$ cat src/acsr_map.svh
`ifndef ACSR_MAP_SVH
`define ACSR_MAP_SVH

// system clock and converter master clock
`define ACSR_CLK_HZ 20000000
`define ACSR_CONVERTER_MASTER_CLOCK_HZ 2500000
`define ACSR_CONVERTER_MASTER_CLOCK_DIV (`ACSR_CLK_HZ / `ACSR_CONVERTER_MASTER_CLOCK_HZ)

// conversion length in divided clock periods
`define ACSR_CONV_DCLKS 16
// serial start waits for this many divided clock falling edges
`define ACSR_SER_START_EDGES 2
// pin start waits for this many master clock falling edges
`define ACSR_PIN_START_EDGES 2

// instruction byte fields
`define ACSR_INS_START_BIT 7
`define ACSR_INS_READ_BIT 6
`define ACSR_INS_WIDE_BIT 5
`define ACSR_INS_ADDR_HI 4
`define ACSR_INS_ADDR_LO 0

// register addresses
`define ACSR_ADDR_RES_LO 5'h00
`define ACSR_ADDR_RES_HI 5'h01
`define ACSR_ADDR_CTRL 5'h03
`define ACSR_ADDR_GAINMUX 5'h04
`define ACSR_ADDR_GAINMUX2 5'h05

// data byte fields
`define ACSR_REQ_BIT 7
`define ACSR_RBM_HI 3
`define ACSR_RBM_LO 2
`define ACSR_CFD_HI 1
`define ACSR_CFD_LO 0

// reset values
`define ACSR_RBM_RST 2'h0
`define ACSR_CFD_RST 2'h0

`endif

$ cat src/acsr_pkg.sv
package acsr_pkg;
  typedef logic [15:0] acsr_word_t;
  typedef logic [1:0] acsr_sel_t;
  typedef enum logic {
    ACSR_CONV_IDLE = 1'b0,
    ACSR_CONV_RUN = 1'b1
  } acsr_conv_e;
  typedef enum logic [1:0] {
    ACSR_PH_INSTR = 2'b00,
    ACSR_PH_WDATA = 2'b01,
    ACSR_PH_READ = 2'b11
  } acsr_phase_e;
  // read word selection
  localparam acsr_sel_t ACSR_SEL_MSB16 = 2'h0;
  localparam acsr_sel_t ACSR_SEL_LSB16 = 2'h1;
  localparam acsr_sel_t ACSR_SEL_MSB8 = 2'h2;
endpackage

$ cat src/acsr_sync.sv
`timescale 1ns/100ps
module acsr_sync (
  input wire logic clk,
  input wire logic rst_n,
  input wire logic [3:0] pin_in,
  output logic [3:0] pin_level
);
  logic [3:0] s1_reg;
  logic [3:0] s2_reg;
  logic [3:0] s3_reg;
  wire [3:0] agree = ~(s2_reg ^ s3_reg);
  wire [3:0] level_next = (agree & s3_reg) | (~agree & pin_level);

  always_ff @(posedge clk or negedge rst_n) begin
    if (!rst_n) begin
      // bit 1 carries chip select, which idles high
      s1_reg <= 4'h2;
      s2_reg <= 4'h2;
      s3_reg <= 4'h2;
      pin_level <= 4'h2;
    end else begin
      s1_reg <= pin_in;
      s2_reg <= s1_reg;
      s3_reg <= s2_reg;
      pin_level <= level_next;
    end
  end
endmodule

$ cat src/acsr_core.sv
`timescale 1ns/100ps
`include "acsr_map.svh"
// Contract
// - start byte or request bit write starts
// - serial start on second divided falling edge
// - busy rises one divided period after start
// - busy falls when conversion completes
// - request during conversion is queued
// - queue one deep, newer request overwrites
// - queued conversion starts at completion, no gap
// - pin rise starts on second master edge
// - pin start aborts running conversion
// - pin start ignores chip select
// - control register mode bits, default mode 0
// - mode 0 read address 1 msb first
// - read returns last completed result
// - mode 1 auto read msb first
// - mode 2 auto read lsb first
// - mode 3 auto read msb byte only
// - only serial starts arm auto read
// - first bit active edge, rest active edge too
module acsr_core (
  input wire logic clk,
  input wire logic resetn,
  input wire logic sclk,
  input wire logic cs_n,
  input wire logic din,
  input wire logic convert,
  input wire acsr_pkg::acsr_word_t adc_data,
  output logic dout,
  output logic dout_oe_n,
  output logic busy,
  output logic [1:0] readback_mode,
  output logic [1:0] clock_divider
);
  import acsr_pkg::*;

  function automatic acsr_word_t sel_word(input acsr_word_t w, input acsr_sel_t s);
    sel_word = (s == ACSR_SEL_LSB16) ? {w[7:0], w[15:8]} : w;
  endfunction

  function automatic acsr_sel_t mode_sel(input logic [1:0] m);
    mode_sel = (m == 2'h2) ? ACSR_SEL_LSB16 : ((m == 2'h3) ? ACSR_SEL_MSB8 : ACSR_SEL_MSB16);
  endfunction

  // reset release
  logic rst1_reg;
  logic rst_n;
  always_ff @(posedge clk or negedge resetn) begin
    if (!resetn) begin
      rst1_reg <= 1'b0;
      rst_n <= 1'b0;
    end else begin
      rst1_reg <= 1'b1;
      rst_n <= rst1_reg;
    end
  end

  // pin synchronisation
  logic [3:0] lvl;
  logic [3:0] lvl_d_reg;
  acsr_sync u_sync (
    .clk(clk),
    .rst_n(rst_n),
    .pin_in({convert, din, cs_n, sclk}),
    .pin_level(lvl)
  );
  always_ff @(posedge clk or negedge rst_n) begin
    if (!rst_n) lvl_d_reg <= 4'h2;
    else lvl_d_reg <= lvl;
  end
  wire sclk_l = lvl[0];
  wire cs_l_n = lvl[1];
  wire din_l = lvl[2];
  wire sclk_rise = sclk_l & ~lvl_d_reg[0];
  wire sclk_fall = ~sclk_l & lvl_d_reg[0];
  wire conv_rise = lvl[3] & ~lvl_d_reg[3];

  // master clock and divided clock ticks
  logic [2:0] converter_master_clock_cnt_reg;
  logic [2:0] divided_conversion_clock_cnt_reg;
  localparam logic [2:0] CONVERTER_MASTER_CLOCK_LAST = 3'(`ACSR_CONVERTER_MASTER_CLOCK_DIV - 1);
  wire converter_master_clock_tick = (converter_master_clock_cnt_reg == CONVERTER_MASTER_CLOCK_LAST);
  wire [2:0] divided_conversion_clock_last = (3'h1 << clock_divider) - 3'h1;
  wire divided_conversion_clock_tick = converter_master_clock_tick & (divided_conversion_clock_cnt_reg >= divided_conversion_clock_last);
  always_ff @(posedge clk or negedge rst_n) begin
    if (!rst_n) converter_master_clock_cnt_reg <= 3'h0;
    else converter_master_clock_cnt_reg <= converter_master_clock_tick ? 3'h0 : converter_master_clock_cnt_reg + 3'h1;
  end

  // serial front end
  acsr_phase_e phase_reg;
  logic [2:0] bit_cnt_reg;
  logic [7:0] rx_reg;
  logic [4:0] addr_reg;
  logic [4:0] rd_len_reg;
  acsr_sel_t rd_sel_reg;
  acsr_word_t tx_reg;
  logic ser_req;
  logic ser_auto;
  wire [7:0] rx_byte = {rx_reg[6:0], din_l};
  wire byte_done = sclk_rise & ~cs_l_n & (bit_cnt_reg == 3'h7);
  wire ins_start = rx_byte[`ACSR_INS_START_BIT];
  wire ins_read = rx_byte[`ACSR_INS_READ_BIT];
  wire ins_wide = rx_byte[`ACSR_INS_WIDE_BIT];
  wire [4:0] ins_addr = rx_byte[`ACSR_INS_ADDR_HI:`ACSR_INS_ADDR_LO];
  wire wr_req_addr = (addr_reg == `ACSR_ADDR_GAINMUX) | (addr_reg == `ACSR_ADDR_GAINMUX2);
  wire in_instr = (phase_reg == ACSR_PH_INSTR);
  wire in_wdata = (phase_reg == ACSR_PH_WDATA);
  wire in_read = (phase_reg == ACSR_PH_READ);
  assign ser_req = byte_done & ((in_instr & ins_start) | (in_wdata & wr_req_addr & rx_byte[`ACSR_REQ_BIT]));
  assign ser_auto = ser_req & (readback_mode != 2'h0);
  wire ctrl_wr = byte_done & in_wdata & (addr_reg == `ACSR_ADDR_CTRL);
  wire exp_read = byte_done & in_instr & ~ins_start & ins_read;
  wire acsr_sel_t exp_sel = (~ins_wide) ? ACSR_SEL_MSB8 :
    ((ins_addr == `ACSR_ADDR_RES_LO) ? ACSR_SEL_LSB16 : ACSR_SEL_MSB16);
  wire acsr_sel_t auto_sel = mode_sel(readback_mode);
  wire rd_first = in_read & sclk_rise & ~cs_l_n & (rd_len_reg == 5'h00);

  always_ff @(posedge clk or negedge rst_n) begin
    if (!rst_n) begin
      readback_mode <= `ACSR_RBM_RST;
      clock_divider <= `ACSR_CFD_RST;
    end else if (ctrl_wr) begin
      readback_mode <= rx_byte[`ACSR_RBM_HI:`ACSR_RBM_LO];
      clock_divider <= rx_byte[`ACSR_CFD_HI:`ACSR_CFD_LO];
    end
  end

  // conversion control
  acsr_conv_e conv_reg;
  logic [4:0] conv_cnt_reg;
  logic queued_reg;
  logic [1:0] arm_cnt_reg;
  logic armed_reg;
  logic [1:0] pin_cnt_reg;
  logic pin_wait_reg;
  acsr_word_t result_reg;
  wire running = (conv_reg == ACSR_CONV_RUN);
  wire conv_end = running & divided_conversion_clock_tick & (conv_cnt_reg == 5'(`ACSR_CONV_DCLKS - 1));
  wire ser_go = armed_reg & divided_conversion_clock_tick & (arm_cnt_reg == 2'(`ACSR_SER_START_EDGES - 1));
  wire pin_go = pin_wait_reg & converter_master_clock_tick & (pin_cnt_reg == 2'(`ACSR_PIN_START_EDGES - 1));
  wire ser_start = ser_go & ~running;
  wire ser_queue = (ser_req & running) | (ser_go & running);
  wire queue_go = conv_end & queued_reg & ~pin_go;
  wire conv_start = pin_go | ser_start | queue_go;

  always_ff @(posedge clk or negedge rst_n) begin
    if (!rst_n) begin
      armed_reg <= 1'b0;
      arm_cnt_reg <= 2'h0;
    end else if (ser_req & ~running) begin
      armed_reg <= 1'b1;
      arm_cnt_reg <= 2'h0;
    end else if (ser_go) begin
      armed_reg <= 1'b0;
    end else if (armed_reg & divided_conversion_clock_tick) begin
      arm_cnt_reg <= arm_cnt_reg + 2'h1;
    end
  end

  always_ff @(posedge clk or negedge rst_n) begin
    if (!rst_n) begin
      pin_wait_reg <= 1'b0;
      pin_cnt_reg <= 2'h0;
    end else if (conv_rise) begin
      pin_wait_reg <= 1'b1;
      pin_cnt_reg <= 2'h0;
    end else if (pin_go) begin
      pin_wait_reg <= 1'b0;
    end else if (pin_wait_reg & converter_master_clock_tick) begin
      pin_cnt_reg <= pin_cnt_reg + 2'h1;
    end
  end

  always_ff @(posedge clk or negedge rst_n) begin
    if (!rst_n) queued_reg <= 1'b0;
    else if (ser_queue) queued_reg <= 1'b1;
    else if (queue_go) queued_reg <= 1'b0;
  end

  always_ff @(posedge clk or negedge rst_n) begin
    if (!rst_n) begin
      conv_reg <= ACSR_CONV_IDLE;
      conv_cnt_reg <= 5'h00;
      divided_conversion_clock_cnt_reg <= 3'h0;
      busy <= 1'b0;
    end else if (conv_start) begin
      conv_reg <= ACSR_CONV_RUN;
      conv_cnt_reg <= 5'h00;
      divided_conversion_clock_cnt_reg <= 3'h0;
      busy <= 1'b0;
    end else begin
      if (converter_master_clock_tick) divided_conversion_clock_cnt_reg <= (divided_conversion_clock_cnt_reg >= divided_conversion_clock_last) ? 3'h0 : divided_conversion_clock_cnt_reg + 3'h1;
      if (conv_end) begin
        conv_reg <= ACSR_CONV_IDLE;
        busy <= 1'b0;
      end else if (running & divided_conversion_clock_tick) begin
        conv_cnt_reg <= conv_cnt_reg + 5'h01;
        busy <= 1'b1;
      end
    end
  end

  always_ff @(posedge clk or negedge rst_n) begin
    if (!rst_n) result_reg <= 16'h0000;
    else if (conv_end) result_reg <= adc_data;
  end

  // serial sequencing and readback shifter
  always_ff @(posedge clk or negedge rst_n) begin
    if (!rst_n) begin
      phase_reg <= ACSR_PH_INSTR;
      bit_cnt_reg <= 3'h0;
      rx_reg <= 8'h00;
      addr_reg <= 5'h00;
      rd_len_reg <= 5'h00;
      rd_sel_reg <= ACSR_SEL_MSB16;
    end else if (cs_l_n) begin
      phase_reg <= ACSR_PH_INSTR;
      bit_cnt_reg <= 3'h0;
      rd_len_reg <= 5'h00;
    end else if (sclk_rise) begin
      rx_reg <= rx_byte;
      bit_cnt_reg <= bit_cnt_reg + 3'h1;
      if (in_read) begin
        rd_len_reg <= rd_len_reg + 5'h01;
        if (rd_len_reg + 5'h01 == ((rd_sel_reg == ACSR_SEL_MSB8) ? 5'h08 : 5'h10)) begin
          phase_reg <= ACSR_PH_INSTR;
          bit_cnt_reg <= 3'h0;
          rd_len_reg <= 5'h00;
        end
      end else if (byte_done) begin
        if (ser_auto) begin
          phase_reg <= ACSR_PH_READ;
          rd_sel_reg <= auto_sel;
        end else if (exp_read) begin
          phase_reg <= ACSR_PH_READ;
          rd_sel_reg <= exp_sel;
        end else if (in_instr & ~ins_start) begin
          phase_reg <= ACSR_PH_WDATA;
          addr_reg <= ins_addr;
        end else begin
          phase_reg <= ACSR_PH_INSTR;
        end
      end
    end
  end

  wire acsr_word_t rd_word = sel_word(result_reg, rd_sel_reg);

  always_ff @(posedge clk or negedge rst_n) begin
    if (!rst_n) begin
      tx_reg <= 16'h0000;
      dout <= 1'b0;
      dout_oe_n <= 1'b1;
    end else if (cs_l_n) begin
      dout_oe_n <= 1'b1;
    end else if (rd_first) begin
      dout <= rd_word[15];
      dout_oe_n <= 1'b0;
    end else if (in_read & sclk_fall & (rd_len_reg == 5'h01)) begin
      tx_reg <= {rd_word[14:0], 1'b0};
    end else if (in_read & sclk_rise) begin
      dout <= tx_reg[15];
      tx_reg <= {tx_reg[14:0], 1'b0};
    end else if (~in_read & sclk_fall) begin
      dout_oe_n <= 1'b1;
    end
  end
endmodule

$ cat config.mk
export PLATFORM = sky130hd
export DESIGN_NAME = acsr_core
export DESIGN_NICKNAME = d
export VERILOG_FILES = /design/src/acsr_pkg.sv /design/src/acsr_sync.sv /design/src/acsr_core.sv
export VERILOG_INCLUDE_DIRS = /design/src
export SDC_FILE = /design/constraint.sdc
export NUM_CORES = 1
export LEC_CHECK = 0
export ABC_CLOCK_PERIOD_IN_PS = 3600
export BUFFER_PORTS_ARGS = -buffer_cell sky130_fd_sc_hd__buf_2
export CAP_MARGIN = 20
export CORE_MARGIN = 1
export CORE_UTILIZATION = 40
export CTS_CLUSTER_SIZE = 40
export DETAILED_ROUTE_END_ITERATION = 6
export HOLD_SLACK_MARGIN = 0.06
export PLACE_DENSITY = 0.67
export SYNTH_ARGS = -nofsm -noshare
export SYNTH_HDL_FRONTEND = slang
export SYNTH_HIERARCHICAL = 1
export SYNTH_SLANG_ARGS = --single-unit
$ cat constraint.sdc
create_clock -name clk -period 3.6 [get_ports clk]
set_clock_uncertainty 0.15 [all_clocks]
set_input_delay 0.18 -clock clk [delete_from_list [all_inputs] [get_ports clk]]
set_output_delay 0.18 -clock clk [all_outputs]
set_load 0.03 [all_outputs]
==> results of run 1 <==
[placed cells by master (no fill, tap or decap), drive strengths merged, types with 3 or more instances in the layout]
| cell type | instances |
|---|---|
| a32oi | 3 |
| o31ai | 4 |
| dfstp | 5 |
| xnor2 | 3 |
| or3 | 8 |
| a21o | 3 |
| nand2b | 9 |
| xor2 | 3 |
| ha | 16 |
| nand2 | 64 |
| dfrtp | 96 |
| nor4 | 4 |
| nor3 | 4 |
| clkbuf | 13 |
| o21ai | 51 |
| maj3 | 4 |
| inv | 11 |
| nor2 | 21 |
| a21oi | 22 |
| mux2 | 31 |
| nand3b | 3 |
| nor2b | 3 |
| nand4b | 4 |
| buf | 36 |
| dlygate4sd3 | 22 |
| nand3 | 28 |
[power breakdown]
group          switching, mW  leakage [nW]  internal (mW)  total (mW)
Clock                  0.415         0.156          0.596        1.01
Combinational          0.108          1.01          0.121       0.229
Sequential             0.107          1.25           1.23        1.34
Total                  0.630          2.41           1.95        2.58
[per-layer routing]
metal	GRT usage [%]	up-vias	share of wire, %
met2	25.7	35	48
met1	21.0	1610	48
li1	-	1664	-
met5	0	-	0
met3	4.83	8	2.9
met4	4.80	0	1.1
[logic make-up (layout without fill, tap and decap cells)]
logic type	after synthesis	in the layout	share of synthesized area [%]
buf+inv	30	85	2.61
other cells	1	1	0.0798
simple gates	158	158	17.4
flops	101	101	53.9
mux	32	32	7.88
xor+xnor	6	6	1.12
compound gates	97	97	11.8
fa+ha+maj	20	20	5.22
[critical path: stages, from the launching register on]
cell      delay, ns
dfrtp_1        0.40
or2_2          0.30
ha_1           0.26
nand2b_1       0.14
a21o_1         0.19
a21oi_1        0.13
buf_4          0.24
nor2_1         0.07
buf_4          0.21
mux2_2         0.30
[cell type report]
cell class / instances / area, um^2
tap: 143 / 179
clock inverter: 3 / 43.8
inverter: 11 / 41.3
sequential: 101 / 2540
timing repair buffer: 58 / 440
clock buffer: 13 / 270
multi-input combinational: 314 / 2040
fill: 1049 / 5860
[worst paths after layout]
path                                    endpoint  slack (ns)  cells after the start              from
max in group asynchronous             tx_reg[13]        2.46                      2             rst_n
worst min-delay path            u_sync/s3_reg[2]        0.04                      0             rst_n
worst min register to register  u_sync/s3_reg[2]        0.04                      0             rst_n
min in group clk                u_sync/s2_reg[0]        0.20                      0  u_sync/s1_reg[0]
worst max-delay path               result_reg[5]        1.09                      9  clock_divider[1]
worst max register to register     result_reg[5]        1.09                      9  clock_divider[1]
[what timing repair did]
| item | 4_1_cts | 5_1_grt |
|---|---|---|
| endpoints found under the hold margin | 22 | 0 |
| hold buffers | 22 | 0 |
| endpoints found under the setup margin | 0 | 0 |
==> flow_metrics.tcl, run 1 <==
set metrics [dict create \
    outcome "finished clean" \
    crit_path_start_kind "flop" \
    fin_setup_tns_ns 0 \
    die_h_um 110 \
    clock_path_buffers 2 \
    slew_headroom_pct 46.5 \
    finalHoldViolations 0 \
    grtUsageTotal_pct 16.1 \
    syn_nets 483 \
    netlist_top_cells_count "dfrtp_1, nand2_1, o21ai_0" \
    hold_path_class "flop to async pin" \
    setup_violations 0 \
    dieArea_mm2 0.0122 \
    p_total_mw 2.58 \
    synthMostInstantiatedCell "dfrtp_1" \
    worst_pin_slew_ns 0.800 \
    ys_ff_latch 101 \
    yosys_warnings 6 \
    fin_cells 643 \
    fin_hold_ws_ns 0.0435 \
    post-route-util_pct 48.7 \
    mappedNetlistArea_mm2 0.00470 \
    largest_register_ff_count 16 \
    drt_wl_total_mm 8.85 \
    dieWidth_um 110 \
    area_growth_syn_to_layout_pct 18.2 \
    synth.top_cell.area_share_pct 51.1 \
    timing.final.crit_period_ns 2.51 \
    gp_congestion 0.792 \
    netlist_top_cells_area "dfrtp_1, mux2_2, o21ai_0, nand2_1, ha_1" \
    drtIter0Drc 181 \
    antenna_found_initial 0 \
    rsz0062_at_grt "false" \
    clock_sinks 101 \
    synth-edff-count 0 \
    grt_pass1_vias 3335 \
    finalCritPeriodShare_pct 69.8 \
    drive_gt1_share_pct 19.8 \
    grt_max_degree 85 \
    path_clk_slew_ns 0.07 \
    viasPerCell 5.16 \
    postLayoutCellArea_mm2 0.00556 \
    ys.flop_type "dfrtp_1" \
    grt_pass1_wl_mm 16.0 \
    clk_latency_ns 0.35 \
    max_cap_violations 0 \
    start_util_pct 41.2 \
    drv_slew 0 \
    place_area_mm2 0.00499 \
    fmax_mhz 398 \
    numCtsBuffers 9 \
    endpoint_kind "flop" \
    post_cts_buffers 0 \
    cp_data_required_time_ns 3.68 \
    wl_per_cell_um 13.8 \
    leakagePower_nw 2.41 \
    crit_arrival_ns 2.59 \
    portBuffers 28 \
    synth_seq_area_share_pct 53.9 \
    cts_resized 0 \
    drtAntennaViolNets 0 \
    core_area_mm2 0.0114 \
    ir_drop_mv 0.285 \
    first_pass_iters 4 \
    cp_max_fo 22 \
    io_pins 29 \
    setup.worst_path.class "flop to flop" \
    syn_inst 445 \
    synth_cell_types 48 \
    yosysTopAreaCell "dfrtp_1" \
    hpwl_mm 6.00 \
    htreeDepth 3 \
    root_buffer "clkbuf_16" \
    diodes 0 \
    place_inst 603 \
    p_per_area_mw_per_mm2 464 \
    fin_nets 533 \
    setup_slack_ns 1.09 \
    vias 3317 \
    post-place-ws_ns 1.08 \
    placementRows 39 \
    avgSynthCellArea_um2 10.6 \
    drc 0 \
    async_reset_ff_share_pct 100 \
    grt_overflow 0 \
    cts_tree "yes" \
]
(Power assumes the default switching activity.)
==> inputs of run 2 (changes only) <==
--- a/config.mk
+++ b/config.mk
@@ -6,7 +6,7 @@
 export SDC_FILE = /design/constraint.sdc
 export NUM_CORES = 1
 export LEC_CHECK = 0
-export ABC_CLOCK_PERIOD_IN_PS = 3600
+export ABC_CLOCK_PERIOD_IN_PS = 2000
 export BUFFER_PORTS_ARGS = -buffer_cell sky130_fd_sc_hd__buf_2
 export CAP_MARGIN = 20
 export CORE_MARGIN = 1
@@ -14,7 +14,7 @@
 export CTS_CLUSTER_SIZE = 40
 export DETAILED_ROUTE_END_ITERATION = 6
 export HOLD_SLACK_MARGIN = 0.06
-export PLACE_DENSITY = 0.67
+export PLACE_DENSITY = 0.7
 export SYNTH_ARGS = -nofsm -noshare
 export SYNTH_HDL_FRONTEND = slang
 export SYNTH_HIERARCHICAL = 1
==> constraint.sdc (replaced) <==
create_clock -name clk -period 2 [get_ports clk]
set_clock_uncertainty 0.15 [all_clocks]
set_input_delay 0.1 -clock clk [delete_from_list [all_inputs] [get_ports clk]]
set_output_delay 0.1 -clock clk [all_outputs]
set_load 0.03 [all_outputs]
==> run 2 against run 1 <==
  * The flow now finishes with violations (negative setup slack)
  * Via count rose by 11%
  * Hold slack better by 0.054 ns
  * Non-clock buffer count is 54 higher
  * Setup slack got worse by 1.3 ns
  * Sequential share of layout area down 5.4 points
  * Sequential cell count unchanged
  * Final cell count grew 8.4%
  * Critical path depth fell by 1
  * Global-route usage grew 1.1 points
  * Critical endpoint is now result_reg[10]
==> flow_metrics.tcl, run 2 (synthesis gave the netlist of run 1 again) <==
set metrics [dict create \
    drtIter0Drc 198 \
    grt_pass1_wl_mm 16.9 \
    highest_layer "met4" \
    cp_max_fo 16 \
    place_area_mm2 0.00545 \
    drive_gt1_share_pct 34.7 \
    diodes 0 \
    die_h_um 110 \
    portBuffers 28 \
    grt_max_degree 39 \
    fin_nets 587 \
    first_pass_iters 4 \
    max_cap_violations 0 \
    fmax_mhz 454 \
    numCtsBuffers 9 \
    hpwl_mm 6.70 \
    rsz0062_at_grt "true" \
    core_area_mm2 0.0114 \
    netSwitchingPower_mw 1.22 \
    wl_per_cell_um 14.5 \
    start_util_pct 41.2 \
    gp_congestion 0.865 \
    met1_length_mm 4.40 \
    finalCritPeriodShare_pct 110 \
    setup_violations 37 \
    fill_cells 949 \
    setup_slack_ns -0.205 \
    grt_pass1_vias 3655 \
    drtAntennaViolNets 0 \
    p_sw_share_pct 25.1 \
    clk_latency_ns 0.36 \
    outcome "finished, violations left" \
    dieArea_mm2 0.0122 \
    endpoint_kind "flop" \
    setup.worst_path.class "flop to flop" \
    grtUsageTotal_pct 17.2 \
    combPwrFrac_pct 11.6 \
    postLayoutCellArea_mm2 0.00632 \
    drv_slew 0 \
    route.met2.wl_mm 5.23 \
    drc 0 \
    max_stage_delay_ns 0.40 \
    io_pins 29 \
    clock_path_buffers 2 \
    crit_path_start_kind "flop" \
    post-route-util_pct 55.3 \
    root_buffer "clkbuf_16" \
    crit_arrival_ns 2.30 \
    layout_common_cells "dfrtp_1, nand2_1, buf_4" \
    violations "negative setup slack" \
    mostFrequentLayoutCell "dfrtp_1" \
    dieWidth_um 110 \
    largest_register_ff_count 16 \
    grt_overflow 0 \
    p_int_mw 3.65 \
    cts_tree "yes" \
    p_seq_share_pct 49.4 \
    ir_drop_mv 0.600 \
    drt_wl_total_mm 10.1 \
    p_per_area_mw_per_mm2 771 \
    leakagePower_nw 2.74 \
    area_growth_syn_to_layout_pct 34.4 \
    pwr-share-clk_pct 39.1 \
    path_cells "or2_4 > ha_4 > nand2b_4 > a21o_1 > a21oi_4 > nor2_4 > buf_12 > mux2_4" \
    vias 3666 \
    cp_slowest_cell "dfrtp_2" \
    path_clk_slew_ns 0.07 \
    htreeDepth 3 \
    hold_path_class "flop to async pin" \
    clock_sinks 101 \
    finalHoldViolations 0 \
    placementRows 39 \
    cp_data_required_time_ns 2.09 \
    antenna_found_initial 0 \
    timing.final.crit_period_ns 2.20 \
    viasPerCell 5.26 \
    wl_met3_um 377 \
    p_total_mw 4.87 \
    post-place-ws_ns -0.212 \
]
-- run 2: cell types whose count changed in the layout (fill, tap and decap cells not counted), moves of 7 or more --
| cell | previous run | this run |
|---|---|---|
| o21ai_0 | 49 | 27 |
| o21ai_1 | 2 | 22 |
| a21oi_1 | 22 | 15 |
| buf_6 | 0 | 7 |
| buf_4 | 7 | 48 |
-- run 2: metal layers --
metal | track usage (%) | up-vias
li1 | - | 1796
met1 | 21.2 | 1789
met2 | 29.1 | 69
met3 | 4.50 | 12
met4 | 5.87 | 0
met5 | 0 | -
-- run 2: timing repair --
action | CTS | global route
pin swaps | 10 | 13
setup endpoints to repair | 40 | 58
buffers inserted | 8 | 7
gates cloned | 0 | 2
hold buffers | 22 | 0
resized for setup | 16 | 40
endpoints found under the hold margin | 22 | 0
-- run 2: power groups by stage --
stage	clock network, mW	registers [mW]	logic, mW
after global placement	0	2.43	0.439
after floorplan	0	2.42	0.278
after CTS	1.95	2.40	0.529
after detailed placement	0	2.44	0.469
final	1.90	2.40	0.563
after global routing	2.03	2.43	0.625
-- run 2: metrics by stage --
stage	instances	setup TNS, ns	hold slack (ns)
2_1_floorplan	445	-6.10	-0.346
3_3_place_gp	644	-3.12	-0.265
3_5_place_dp	644	-4.44	-0.264
4_1_cts	688	-5.77	0.124
5_1_grt	697	-8.30	0.142
6_report	697	-5.17	0.0977
-- run 2: path summary, 6_finish.rpt --
| check | start | slack [ns] | to | depth (start not counted) |
|---|---|---|---|---|
| max | clock_divider[1] | -0.20 | result_reg[10] | 8 |
| min | rst_n | 0.1 | u_sync/s2_reg[0] | 0 |
| max reg2reg | clock_divider[1] | -0.20 | result_reg[10] | 8 |
| min reg2reg | rst_n | 0.1 | u_sync/s2_reg[0] | 0 |
| max in group asynchronous | rst_n | 1.01 | u_sync/s3_reg[1] | 1 |
| min in group clk | u_sync/s1_reg[3] | 0.19 | u_sync/s2_reg[3] | 0 |
-- run 2: worst max-delay path, delay by kind of cell, from the launching register on --
family	cells	cell delay, ns
AO/OA/AOI/OAI	2	0.45
adder cells (fa/ha/maj)	1	0.21
buffers and inverters	1	0.16
flip-flops	1	0.40
multiplexers	1	0.29
AND/OR/NAND/NOR	3	0.44
-- run 2: cell type report --
cell class	count	area, um^2	share of cell area [%]
Clock inverter	5	81.3	1.29
Tap cell	143	179	2.83
Multi-Input combinational cell	314	2280	36.1
Timing Repair Buffer	112	950	15.0
Inverter	11	41.3	0.653
Clock buffer	11	243	3.84
Sequential cell	101	2540	40.2
==> inputs of run 3 (changes only) <==
--- a/config.mk
+++ b/config.mk
@@ -6,7 +6,7 @@
 export SDC_FILE = /design/constraint.sdc
 export NUM_CORES = 1
 export LEC_CHECK = 0
-export ABC_CLOCK_PERIOD_IN_PS = 2000
+export ABC_CLOCK_PERIOD_IN_PS = 2240
 export BUFFER_PORTS_ARGS = -buffer_cell sky130_fd_sc_hd__buf_2
 export CAP_MARGIN = 20
 export CORE_MARGIN = 1
@@ -14,7 +14,7 @@
 export CTS_CLUSTER_SIZE = 40
 export DETAILED_ROUTE_END_ITERATION = 6
 export HOLD_SLACK_MARGIN = 0.06
-export PLACE_DENSITY = 0.7
+export PLACE_DENSITY = 0.67
 export SYNTH_ARGS = -nofsm -noshare
 export SYNTH_HDL_FRONTEND = slang
 export SYNTH_HIERARCHICAL = 1
==> constraint.sdc (replaced) <==
create_clock -name clk -period 2.24 [get_ports clk]
set_clock_uncertainty 0.15 [all_clocks]
set_input_delay 0.112 -clock clk [delete_from_list [all_inputs] [get_ports clk]]
set_output_delay 0.112 -clock clk [all_outputs]
set_load 0.03 [all_outputs]
==> run 3 against run 2 <==
  * The flow still finishes with violations (negative setup slack)
  * Setup slack improved by 0.18 ns
  * Total power shrank 14%
  * Final cell count shrank 4.7%
  * Sequential share of layout area grew 3.3 points
==> flow_metrics.tcl, run 3 (synthesis gave the netlist of run 1 again) <==
set metrics [dict create \
    largest_register_ff_count 16 \
    path_clk_slew_ns 0.07 \
    numCtsBuffers 9 \
    use_met2_pct 27.4 \
    use_met1_pct 21.2 \
    reg2reg_to "addr_reg[0]" \
    antenna_found_initial 0 \
    leakagePower_nw 2.52 \
    htreeDepth 3 \
    fmax_mhz 441 \
    grt_pass1_vias 3573 \
    layout_common_cells "dfrtp_1, nand2_1, o21ai_0" \
    p_per_area_mw_per_mm2 713 \
    dieArea_mm2 0.0122 \
    fill_cells 1019 \
    viasPerCell 5.31 \
    vias 3525 \
    grt-busiest-layer "met2" \
    grtUsageMet3_pct 4.17 \
    io_pins 29 \
    grtUsageTotal_pct 16.8 \
    fin_nets 554 \
    crit_path_start_kind "flop" \
    placementRows 39 \
    finalCritPeriodShare_pct 101 \
    wl_per_cell_um 14.6 \
    setup.worst_path.class "flop to flop" \
    drv_slew 0 \
    drtIter0Drc 119 \
    postLayoutCellArea_mm2 0.00584 \
    clk_latency_ns 0.35 \
    hold_path_class "flop to async pin" \
    setup_slack_ns -0.0283 \
    max_stage_delay_ns 0.52 \
    cpMostUsedCell "ha_4" \
    cp_data_required_time_ns 2.32 \
    endpoint_kind "flop" \
    fin_hold_ws_ns 0.121 \
    slew_headroom_pct 61.0 \
    clock_sinks 101 \
    outcome "finished, violations left" \
    drt_wl_total_mm 9.69 \
    clock_path_buffers 2 \
    start_util_pct 41.2 \
    r2r_slack_ns -0.03 \
    r2r_cells 6 \
    gp_congestion 0.797 \
    mostFrequentLayoutCell "dfrtp_1" \
    critPathCapture "addr_reg[0]" \
    hpwl_mm 6.33 \
    drive_gt1_share_pct 25.1 \
    place_area_mm2 0.00519 \
    area_growth_syn_to_layout_pct 24.3 \
    ir_drop_mv 0.495 \
    setup.worst_path.start "bit_cnt_reg[0]" \
    worst_pin_slew_ns 0.585 \
    crit_arrival_ns 2.35 \
    core_area_mm2 0.0114 \
    first_pass_iters 5 \
    die_h_um 110 \
    cp_slowest_cell "or4b_4" \
    path_cells "ha_4 > ha_4 > or4b_4 > nor4_4 > buf_6 > mux2_4" \
    diodes 0 \
    grt_max_degree 49 \
    ff_latch_area_mm2 0.00254 \
    root_buffer "clkbuf_16" \
    dieWidth_um 110 \
    cts_tree "yes" \
    r2r_start "bit_cnt_reg[0]" \
    timing.final.crit_period_ns 2.27 \
    grt_pass1_wl_mm 16.7 \
    cp_max_fo 5 \
    portBuffers 28 \
    violations "negative setup slack" \
    multi_input_area_mm2 0.00215 \
    grt_overflow 0 \
    drtAntennaViolNets 0 \
    max_cap_violations 0 \
    rsz0062_at_grt "true" \
    drc 0 \
    setup_violations 5 \
    finalHoldViolations 0 \
]
## run 3: layout make-up
class / instances / share of cell area, %
Clock inverter: 3 / 0.771
Tap cell: 143 / 3.06
Multi-Input combinational cell: 314 / 36.8
Clock buffer: 13 / 4.28
Inverter: 11 / 0.706
Timing Repair Buffer: 79 / 10.9
Sequential cell: 101 / 43.5
## run 3: critical path: cells and delay by family, from the launching register on
family,cells,cell delay [ns]
multiplexers,1,0.30
buffers and inverters,1,0.17
AND/OR/NAND/NOR,2,0.81
adder cells (fa/ha/maj),2,0.29
flip-flops,1,0.41
## run 3: per-layer routing
metal  up-vias  wire length, um  part of all wire, %
li1       1721                -                    -
met1      1743             4570                   47
met2        50             4740                   49
met3        11              249                  2.6
met4         0              127                  1.3
met5         -                0                    0
## run 3: worst min path at each step
stage | end | slack, ns
global placement | rst1_reg | -0.25
detailed placement | rst1_reg | -0.25
CTS | clock_divider[0] | 0.14
finish | clock_divider[0] | 0.12
floorplan | rst1_reg | -0.33
global route | clock_divider[0] | 0.17
## run 3: timing repair
item	CTS	global route
setup buffers	0	5
gates resized for setup	2	17
hold buffers	22	0
setup endpoints to repair	1	35
endpoints found under the hold margin	22	0
pin swaps	3	6
## run 3: power by group
| group | leakage (nW) | switching [mW] | internal [mW] |
|---|---|---|---|
| sequential | 1.25 | 0.181 | 1.98 |
| clock | 0.136 | 0.673 | 0.899 |
| combinational | 1.14 | 0.204 | 0.235 |
## run 3: through the flow
step / power, mW / utilization (%) / setup TNS [ns] / instances / worst slack [ns]
after global placement: 2.52 / 45.5 / 0 / 622 / 0.00254
after global routing: 4.35 / 51.2 / -0.370 / 664 / -0.0567
after CTS: 4.15 / 50.1 / -0.00202 / 660 / -0.00202
after floorplan: 2.39 / - / 0 / 445 / 0.00295
final: 4.17 / 51.2 / -0.119 / 664 / -0.0283
after detailed placement: 2.55 / 45.5 / -0.0446 / 622 / -0.0446
